===== src/common/bidc_defs.svh =====
`ifndef BIDC_DEFS_SVH
`define BIDC_DEFS_SVH

// Counter shape
`define BIDC_WIDTH        8

// Mode select codes
`define BIDC_MODE_HOLD    2'h0
`define BIDC_MODE_UP      2'h1
`define BIDC_MODE_DOWN    2'h2
`define BIDC_MODE_LOAD    2'h3

// Register offsets
`define BIDC_ADDR_W       4
`define BIDC_OFF_CTRL     4'h0
`define BIDC_OFF_COUNT    4'h4
`define BIDC_OFF_STATUS   4'h8
`define BIDC_OFF_MASK     4'hC

// Field positions
`define BIDC_CTRL_RUN     0
`define BIDC_COUNT_FLAG   8
`define BIDC_COUNT_OE     9
`define BIDC_EVT_TC       0
`define BIDC_EVT_LOAD     1
`define BIDC_EVT_W        2

// Reset values
`define BIDC_RST_CTRL     1'h1
`define BIDC_RST_COUNT    8'h00
`define BIDC_RST_STATUS   2'h0
`define BIDC_RST_MASK     2'h0
`define BIDC_RST_FLAG     1'h1
`define BIDC_RST_OE       1'h0

`endif


===== src/common/bidc_pkg.sv =====
package bidc_pkg;

  typedef enum logic [1:0] {
    OP_HOLD = 2'h0,
    OP_UP   = 2'h1,
    OP_DOWN = 2'h3,
    OP_LOAD = 2'h2
  } bidc_op_t;

endpackage


===== src/design/bidc_counter.sv =====
`timescale 1ns/1ns
`default_nettype none
`include "bidc_defs.svh"

module bidc_counter #(
  parameter int         WIDTH     = `BIDC_WIDTH,
  parameter logic [1:0] MODE_HOLD = `BIDC_MODE_HOLD,
  parameter logic [1:0] MODE_UP   = `BIDC_MODE_UP,
  parameter logic [1:0] MODE_DOWN = `BIDC_MODE_DOWN,
  parameter logic [1:0] MODE_LOAD = `BIDC_MODE_LOAD
) (
  // Clock and reset
  input  wire logic                    clk_sys,
  input  wire logic                    rst,
  // Register port
  input  wire logic [`BIDC_ADDR_W-1:0] regAddr,
  input  wire logic [31:0]             regWrData,
  input  wire logic                    regWrite,
  input  wire logic                    regRead,
  output logic      [31:0]             regRdData,
  // Counter control pins
  input  wire logic [1:0]              modeSel,
  input  wire logic                    chainCountEnable_n,
  input  wire logic                    outputEnable_n,
  output logic                         finalValueFlag_n,
  // Shared data pins
  input  wire logic [WIDTH-1:0]        dataIn,
  output logic      [WIDTH-1:0]        dataOut,
  output logic                         dataOe,
  // Interrupt
  output logic                         irq
);

  ////////////////////////////////////////////////////////////////////////////
  // Mode decoding

  function automatic bidc_pkg::bidc_op_t opOf(input logic [1:0] code);
    bidc_pkg::bidc_op_t r;
    r = bidc_pkg::OP_HOLD;
    if (code == MODE_HOLD)
      r = bidc_pkg::OP_HOLD;
    else if (code == MODE_UP)
      r = bidc_pkg::OP_UP;
    else if (code == MODE_DOWN)
      r = bidc_pkg::OP_DOWN;
    else if (code == MODE_LOAD)
      r = bidc_pkg::OP_LOAD;
    return r;
  endfunction

  localparam logic [WIDTH-1:0] ONE = WIDTH'(1);

  logic [WIDTH-1:0]           countReg;
  logic [WIDTH-1:0]           countNext;
  logic                       flagReg;
  logic                       oeReg;
  logic                       ctrlRunReg;
  logic [`BIDC_EVT_W-1:0]     statusReg;
  logic [`BIDC_EVT_W-1:0]     statusNext;
  logic [`BIDC_EVT_W-1:0]     maskReg;
  logic                       irqReg;
  logic [31:0]                rdDataReg;

  wire bidc_pkg::bidc_op_t    op;
  wire                        countEnable;
  wire                        termNext;
  wire                        flagNext;
  wire [WIDTH-1:0]            countUp;
  wire [WIDTH-1:0]            countDown;

  assign op          = opOf(modeSel);
  // Pin enable is the cascade input; software run bit can also freeze
  assign countEnable = !chainCountEnable_n && ctrlRunReg;
  assign countUp     = countReg + ONE;
  assign countDown   = countReg - ONE;

  ////////////////////////////////////////////////////////////////////////////
  // Counter core

  always_comb begin
    countNext = countReg;
    if (countEnable) begin
      unique case (op)
        bidc_pkg::OP_HOLD: countNext = countReg;
        bidc_pkg::OP_UP:   countNext = countUp;
        bidc_pkg::OP_DOWN: countNext = countDown;
        bidc_pkg::OP_LOAD: countNext = dataIn;
      endcase
    end
  end

  // Only clocked updates; nothing else touches the count
  always_ff @(posedge clk_sys) begin
    if (rst)
      countReg <= `BIDC_RST_COUNT;
    else
      countReg <= countNext;
  end

  ////////////////////////////////////////////////////////////////////////////
  // Terminal count look-ahead

  // Decoded from the next count so the registered flag matches
  // the end value as soon as the counter sits on it
  bidc_tc_decode #(
    .WIDTH (WIDTH)
  ) u_tc (
    .value    (countNext),
    .op       (op),
    .enable   (countEnable),
    .terminal (termNext)
  );

  assign flagNext = !termNext;

  // Registered, hence free of decode spikes for the next stage
  always_ff @(posedge clk_sys) begin
    if (rst)
      flagReg <= `BIDC_RST_FLAG;
    else
      flagReg <= flagNext;
  end

  ////////////////////////////////////////////////////////////////////////////
  // Data pin drivers

  always_ff @(posedge clk_sys) begin
    if (rst)
      oeReg <= `BIDC_RST_OE;
    else
      oeReg <= !outputEnable_n;
  end

  ////////////////////////////////////////////////////////////////////////////
  // Registers and interrupt

  wire                    selCtrl;
  wire                    selCount;
  wire                    selStatus;
  wire                    selMask;
  wire [`BIDC_EVT_W-1:0]  events;
  wire [`BIDC_EVT_W-1:0]  clearBits;
  wire [`BIDC_EVT_W-1:0]  maskNext;
  wire [31:0]             rdMux;

  assign selCtrl   = regAddr == `BIDC_OFF_CTRL;
  assign selCount  = regAddr == `BIDC_OFF_COUNT;
  assign selStatus = regAddr == `BIDC_OFF_STATUS;
  assign selMask   = regAddr == `BIDC_OFF_MASK;

  assign events[`BIDC_EVT_TC]   = flagReg && !flagNext;
  assign events[`BIDC_EVT_LOAD] = countEnable && op == bidc_pkg::OP_LOAD;

  assign clearBits  = (regWrite && selStatus) ? regWrData[`BIDC_EVT_W-1:0]
                                              : `BIDC_RST_STATUS;
  // New event beats a clear in the same cycle
  assign statusNext = (statusReg & ~clearBits) | events;
  // Interrupt uses the next mask too, so it never lags a mask write
  assign maskNext   = (regWrite && selMask) ? regWrData[`BIDC_EVT_W-1:0] : maskReg;

  assign rdMux = selCtrl   ? {31'h0000_0000, ctrlRunReg} :
                 selCount  ? {22'h00_0000, oeReg, flagReg, countReg} :
                 selStatus ? {30'h0000_0000, statusReg} :
                 selMask   ? {30'h0000_0000, maskReg} :
                             32'h0000_0000;

  always_ff @(posedge clk_sys) begin
    if (rst) begin
      ctrlRunReg <= `BIDC_RST_CTRL;
      maskReg    <= `BIDC_RST_MASK;
    end else begin
      if (regWrite && selCtrl)
        ctrlRunReg <= regWrData[`BIDC_CTRL_RUN];
      maskReg <= maskNext;
    end
  end

  always_ff @(posedge clk_sys) begin
    if (rst) begin
      statusReg <= `BIDC_RST_STATUS;
      irqReg    <= 1'h0;
      rdDataReg <= 32'h0000_0000;
    end else begin
      statusReg <= statusNext;
      irqReg    <= |(statusNext & maskNext);
      rdDataReg <= regRead ? rdMux : 32'h0000_0000;
    end
  end

  assign regRdData        = rdDataReg;
  assign finalValueFlag_n = flagReg;
  assign dataOut          = countReg;
  assign dataOe           = oeReg;
  assign irq              = irqReg;
endmodule
`default_nettype wire


===== src/design/bidc_tc_decode.sv =====
`timescale 1ns/1ns
`default_nettype none
`include "bidc_defs.svh"

module bidc_tc_decode #(
  parameter int WIDTH = `BIDC_WIDTH
) (
  // Operand
  input  wire logic [WIDTH-1:0]      value,
  input  wire bidc_pkg::bidc_op_t    op,
  input  wire logic                  enable,
  // Result
  output logic                       terminal
);

  wire atTop;
  wire atBottom;

  assign atTop    = &value;
  assign atBottom = ~|value;

  // End value depends on direction; hold and load never flag
  assign terminal = enable &&
                    ((op == bidc_pkg::OP_UP   && atTop) ||
                     (op == bidc_pkg::OP_DOWN && atBottom));

endmodule
`default_nettype wire


===== config.mk =====
export PLATFORM = sky130hd
export DESIGN_NAME = bidc_counter
export DESIGN_NICKNAME = d
export VERILOG_FILES = /design/src/common/bidc_pkg.sv /design/src/design/bidc_counter.sv /design/src/design/bidc_tc_decode.sv
export VERILOG_INCLUDE_DIRS = /design/src /design/src/common
export SDC_FILE = /design/constraint.sdc
export NUM_CORES = 1
export LEC_CHECK = 0
export BUFFER_PORTS_ARGS = -buffer_cell sky130_fd_sc_hd__buf_2
export CAP_MARGIN = 40
export CORE_MARGIN = 3
export CORE_UTILIZATION = 40
export CTS_CLUSTER_SIZE = 16
export DETAILED_ROUTE_END_ITERATION = 6
export GPL_ROUTABILITY_DRIVEN = 0
export GPL_TIMING_DRIVEN = 0
export PLACE_DENSITY = 0.78
export SLEW_MARGIN = 10
export SYNTH_ARGS = -nofsm -noshare
export SYNTH_HDL_FRONTEND = slang
export SYNTH_SLANG_ARGS = --single-unit

===== constraint.sdc =====
create_clock -name clk_sys -period 4.8 [get_ports clk_sys]
set_input_delay 0.96 -clock clk_sys [delete_from_list [all_inputs] [get_ports clk_sys]]
set_output_delay 0.96 -clock clk_sys [all_outputs]
set_load 0.01 [all_outputs]

Word level (Yosys, flattened, before mapping). Index checks and enable logic that the tools add are counted.

Flip-flop bits (word level): 48. Input bits: 52. Output and inout port bits: 43. Word-level logic and storage cells: 61.

Add/subtract/negate cells: 2. Equality and inequality tests: 9. Mux-type cells: 12. Bitwise gates (word level): 5. Reductions and logical operators: 23.

Operators by type and width (number): $pmux W8 S4 (1); $mux W2 (8); $mux W10 (1); $logic_and A1 B1 Y1 (9); $add A8 B1 Y8 const B (1); $eq A2 B2 Y1 const B (4); $eq A4 B4 Y1 const B (2); $mux W8 (1); $reduce_and A8 Y1 (1); $reduce_or A8 Y1 (1); $sub A8 B1 Y8 const B (1); $reduce_or A5 Y1 (1); $and A2 B2 Y2 (2); $eq A2 B1 Y1 const B (2); $eq A4 B3 Y1 const B (1); $logic_not A1 Y1 (4); $logic_not A2 Y1 (2); $logic_not A4 Y1 (1); $reduce_or A2 Y1 (2); $reduce_or A3 Y1 (1); $not A2 Y2 (1); $or A2 B2 Y2 (1); $logic_or A1 B1 Y1 (1); $mux W1 (1); $not A1 Y1 (1).

Longest topological paths before layout.
Word-level depth: 17. Depth in mapped cells: 14.

Cells and area by module. A second synthesis with hierarchy kept.

Cells, all modules: 201. Area total of the unflattened synthesis: 1712.9 sq um.

By module, submodules not included: bidc_counter (times used 1, cells each 193, area each 1652.8 sq um); bidc_tc_decode (times used 1, cells each 8, area each 60.1 sq um).

Least setup slack after synthesis. Ideal clock, no wire load.

Path kind: input to register. From: input port modeSel[0]. To: register flagReg (netlist: finalValueFlag_n). Arrival: 3306 ps. Required time: 4680 ps. Setup slack: 1374 ps. Stages: 14. Buffers on the path: 1. Cell sequence: inv_1 -> ha_1 -> buf_4 -> xor2_1 -> ha_1 -> and3b_1 -> o21ai_1 -> a21oi_1 -> a311oi_1 -> xnor2_1 -> o22a_1 -> nor4_1 -> mux2i_1 -> or2_1.

Longest elaborated chain between the ends: 14.

RTL lines: start: declaration (RTL line bidc_counter.sv:22) `input wire logic [1:0] modeSel,`; $eq A2 B2 Y1 (RTL line bidc_counter.sv:46) `else if (code == MODE_LOAD)`; $mux W2 (RTL line bidc_counter.sv:46); $mux W2 (RTL line bidc_counter.sv:44) `else if (code == MODE_DOWN)`; $mux W2 (RTL line bidc_counter.sv:42) `else if (code == MODE_UP)`; $mux W2 (*) (RTL line bidc_counter.sv:40) `if (code == MODE_HOLD)`; $eq A2 B2 Y1, or another cell as far along (RTL line bidc_counter.sv:83) `unique case (op)`; $pmux W8 S4 (RTL line bidc_counter.sv:83); $mux W8 (RTL line bidc_counter.sv:82) `if (countEnable) begin`; $reduce_or A8 Y1 (RTL line bidc_tc_decode.sv:20) `assign atBottom = ~|value;`; $logic_not A1 Y1 (RTL line bidc_tc_decode.sv:20); $logic_and A1 B1 Y1 (RTL line bidc_tc_decode.sv:25) `(op == bidc_pkg::OP_DOWN && atBottom));`; $logic_or A1 B1 Y1 (*) (RTL line bidc_tc_decode.sv:24) `((op == bidc_pkg::OP_UP && atTop) ||`; $logic_and A1 B1 Y1 (*) (RTL line bidc_tc_decode.sv:23) `assign terminal = enable &&`; $logic_not A1 Y1 (*) (RTL line bidc_counter.sv:114) `assign flagNext = !termNext;`; end signal: assignment (RTL line bidc_counter.sv:119) `` flagReg <= `BIDC_RST_FLAG; ``; end signal: assignment (RTL line bidc_counter.sv:121) `flagReg <= flagNext;`; end: declaration (RTL line bidc_counter.sv:55) `logic flagReg;`.

Every way passes the cells marked *; elsewhere a longest branch is shown, timed or not. A chain may end at the register's enable or synchronous reset.

Final worst setup path. Ends and elaborated chain as after synthesis.

==> run metrics <==
share of cells above drive strength 1=a little over a quarter; via count=1676; Total Nets Final=345; pre-CTS setup slack=between 0.8 and 0.9 ns; post_cts resized=0; Fmax=between 0.2 and 0.3 GHz; final core utilization=a little over half; final hold vios=0; GRT Util Overall=16.2%; post-place instance area=roughly 2100 µm²; pin slew with the least headroom to its limit=roughly 0.68 ns; num rows=23; Setup TNS=0 ns; switching portion of total power=a little under 30%; Die Area=about 5300 µm²; Int Pwr=slightly above 0.4 mW; Yosys top cell by area=dfxtp_1; CP startpoint kind=input port; CTS Root Cell=clkbuf_8; drt first pass iters=4; vias in the first global route=around 1500; FF-to-FF Start=dataOut[0]$_SDFF_PP0_; CTS Buffer Depth=2; P_leak=1.08 nW; clock sinks=26; worst hold path class=flip-flop to flip-flop; Detail Placement HPWL=between 3000 and 4000 µm; VDD IR-drop max=133 µV; antenna violations before repair=0; Via-to-Cell Ratio=5.02; Yosys warning total=0; mapped cell area=1780 µm²; ys async rst share=0%; Final period util=approximately three quarters; Slew Limit Fails=0; status=complete, no violations; most frequent cell after synthesis=nor2_1; post-route worst setup slack=approximately 1.2 ns; Initial Util=a little over two fifths; CTS clock-pin slew for the worst setup and hold paths=0.09 ns; arrival time worst endpoint=between 3 and 4 ns; top post-synthesis cells by count=29 x nor2_1, 26 x dfxtp_1, 24 x buf_4, 11 x nand2_1, 9 x a21oi_1; fin area=around 2200 µm²; R2R cell count=9; Clk pwr share=32.0%; RSZ-0062 raised after global routing=false; first-pass GRT wire length=between 6000 and 7000 µm; FF+latch count, synth=26; CP Class=input port to flip-flop; Core Region=4140 µm²; average size of a mapped cell=8.12 µm²; Residual DRC=0; Post-synth EDFFs=0; clock skew=between 0.002 and 0.003 ns; Slew headroom=54.3%; drt initial violations=roughly 120; Overflow after GRT=0; largest net degree at the start of global routing=16; R2R Path End=irq$_SDFF_PP0_; sequential share of the synthesized area=slightly below 30%; Synth area leaders=dfxtp_1 29%, buf_4 10%, nor2_1 6.1%; Die Ht=~73 µm; crit path capture type=flip-flop; number of I/O pins=95; post-synthesis cell count=~220; Setup Fix Bufs, Post-CTS=0; combinational power share=between 20% and 30%; crit-path max FO=10; Die Wd=~73 µm; area delta synth->final=23.2%; number of I/O port buffers=40; Final Setup Violations=0; dominant synthesized flop cell=dfxtp_1; Psw=around 0.17 mW; hold path startpoint=dataOe$_SDFF_PP0_; CTS tree=built; Detailed Route WL=4200 µm; share of the synthesized area in the top cell type=between 20 and 30%; maxcap violations=0; Synth cell types=48; DRT antenna net count=0; PwrDens=about 260 nW/µm²; quantity of hold-fixing buffers added after cts=0; Critical Path RT=a little under 5 ns; Cells on Worst Hold Path=1; Hold EP=regRdData[9]$_SDFF_PP0_; Flop pwr share=about 40%; DR WL/cell=~13 µm; clock latency at the later pin of the worst-skew pair=~0.28 ns; Period minus WS final=approximately 3.6 ns; Design Power=between 0.5 and 0.6 mW; Num CTS Buffers=3; R2R Setup Slk=about 2.0 ns; # H-tree levels=1; ANT cells=0
registers in the layout, indices dropped and copies added (netlist names):
signal,flops
ctrlRunReg,1
dataOe,1
dataOut,8
finalValueFlag_n,1
irq,1
maskReg,2
regRdData,10
statusReg,2
cell families after synthesis:
family,count (synthesis),share of synthesized area (%)
other cells,1,0.211
simple gates,85,24.4
xor+xnor,6,2.95
mux,7,4.92
buf+inv,42,14.3
compound gates,44,18.4
fa+ha+maj,8,5.63
flops,26,29.3
placed cells by master (no fill, tap or decap), drive strengths merged, types with 3 or more instances in the layout:
master   n
o21ai    6
o22a     3
mux2i    5
clkbuf  10
nor3     5
nor2b    5
buf     69
dfxtp   26
a31oi    6
nand2b   5
inv      6
a21oi    9
nor2    29
and2     8
a22oi    4
nand3    7
nand2   11
a211oi   3
ha       8
conb    22
xor2     4
cell type report:
class / count / area, µm²
Fill cell: 395 / 1950
Multi-Input combinational cell: 172 / 1080
Sequential cell: 26 / 520
Buffer: 36 / 231
Timing Repair Buffer: 40 / 200
Tap cell: 50 / 62.6
Clock buffer: 3 / 41.3
Clock inverter: 1 / 30.0
Inverter: 6 / 22.5
per-stage QoR:
step / hold WS, ns / instances
2_1_floorplan: 0.456 / 240
3_3_place_gp: 0.432 / 330
3_5_place_dp: 0.450 / 330
4_1_cts: 0.475 / 334
5_1_grt: 0.501 / 334
6_report: 0.466 / 334
worst max-delay path, stage by stage:
cell and delay [ns]:
buf_2 0.11, inv_1 0.10, ha_1 0.36, buf_4 0.25, xor2_1 0.09, ha_1 0.23
and3b_1 0.19, o21ai_1 0.15, a21oi_1 0.10, a311oi_1 0.29, xnor2_1 0.10, o22a_1 0.20
nor4_1 0.27, mux2i_1 0.16, or2_1 0.23
how the worst max path moves through the flow:
stage	from	end	depth (start not counted)
finish	modeSel[0]	finalValueFlag_n$_SDFF_PP1_	15
global route	modeSel[0]	finalValueFlag_n$_SDFF_PP1_	15
CTS	modeSel[0]	irq$_SDFF_PP0_	11
detailed placement	modeSel[0]	irq$_SDFF_PP0_	11
global placement	modeSel[0]	finalValueFlag_n$_SDFF_PP1_	15
floorplan	modeSel[0]	finalValueFlag_n$_SDFF_PP1_	14
power by group through the flow:
stage	combinational, mW	clock, mW	sequential [mW]
floorplan	0.116	0	0.239
global placement	0.155	0	0.237
detailed placement	0.158	0	0.237
CTS	0.159	0.187	0.232
global route	0.178	0.194	0.234
finish	0.160	0.185	0.232
metal layers:
metal  global-route usage [%]  routed length [µm]  up-vias
met5                        0                   0        -
met4                     6.56                  62        0
met3                     1.93                 263        4
met2                     28.1                2040       67
met1                     20.3                1840      755
li1                         -                   -      850
Note: power is estimated with default switching activity, not from simulation.
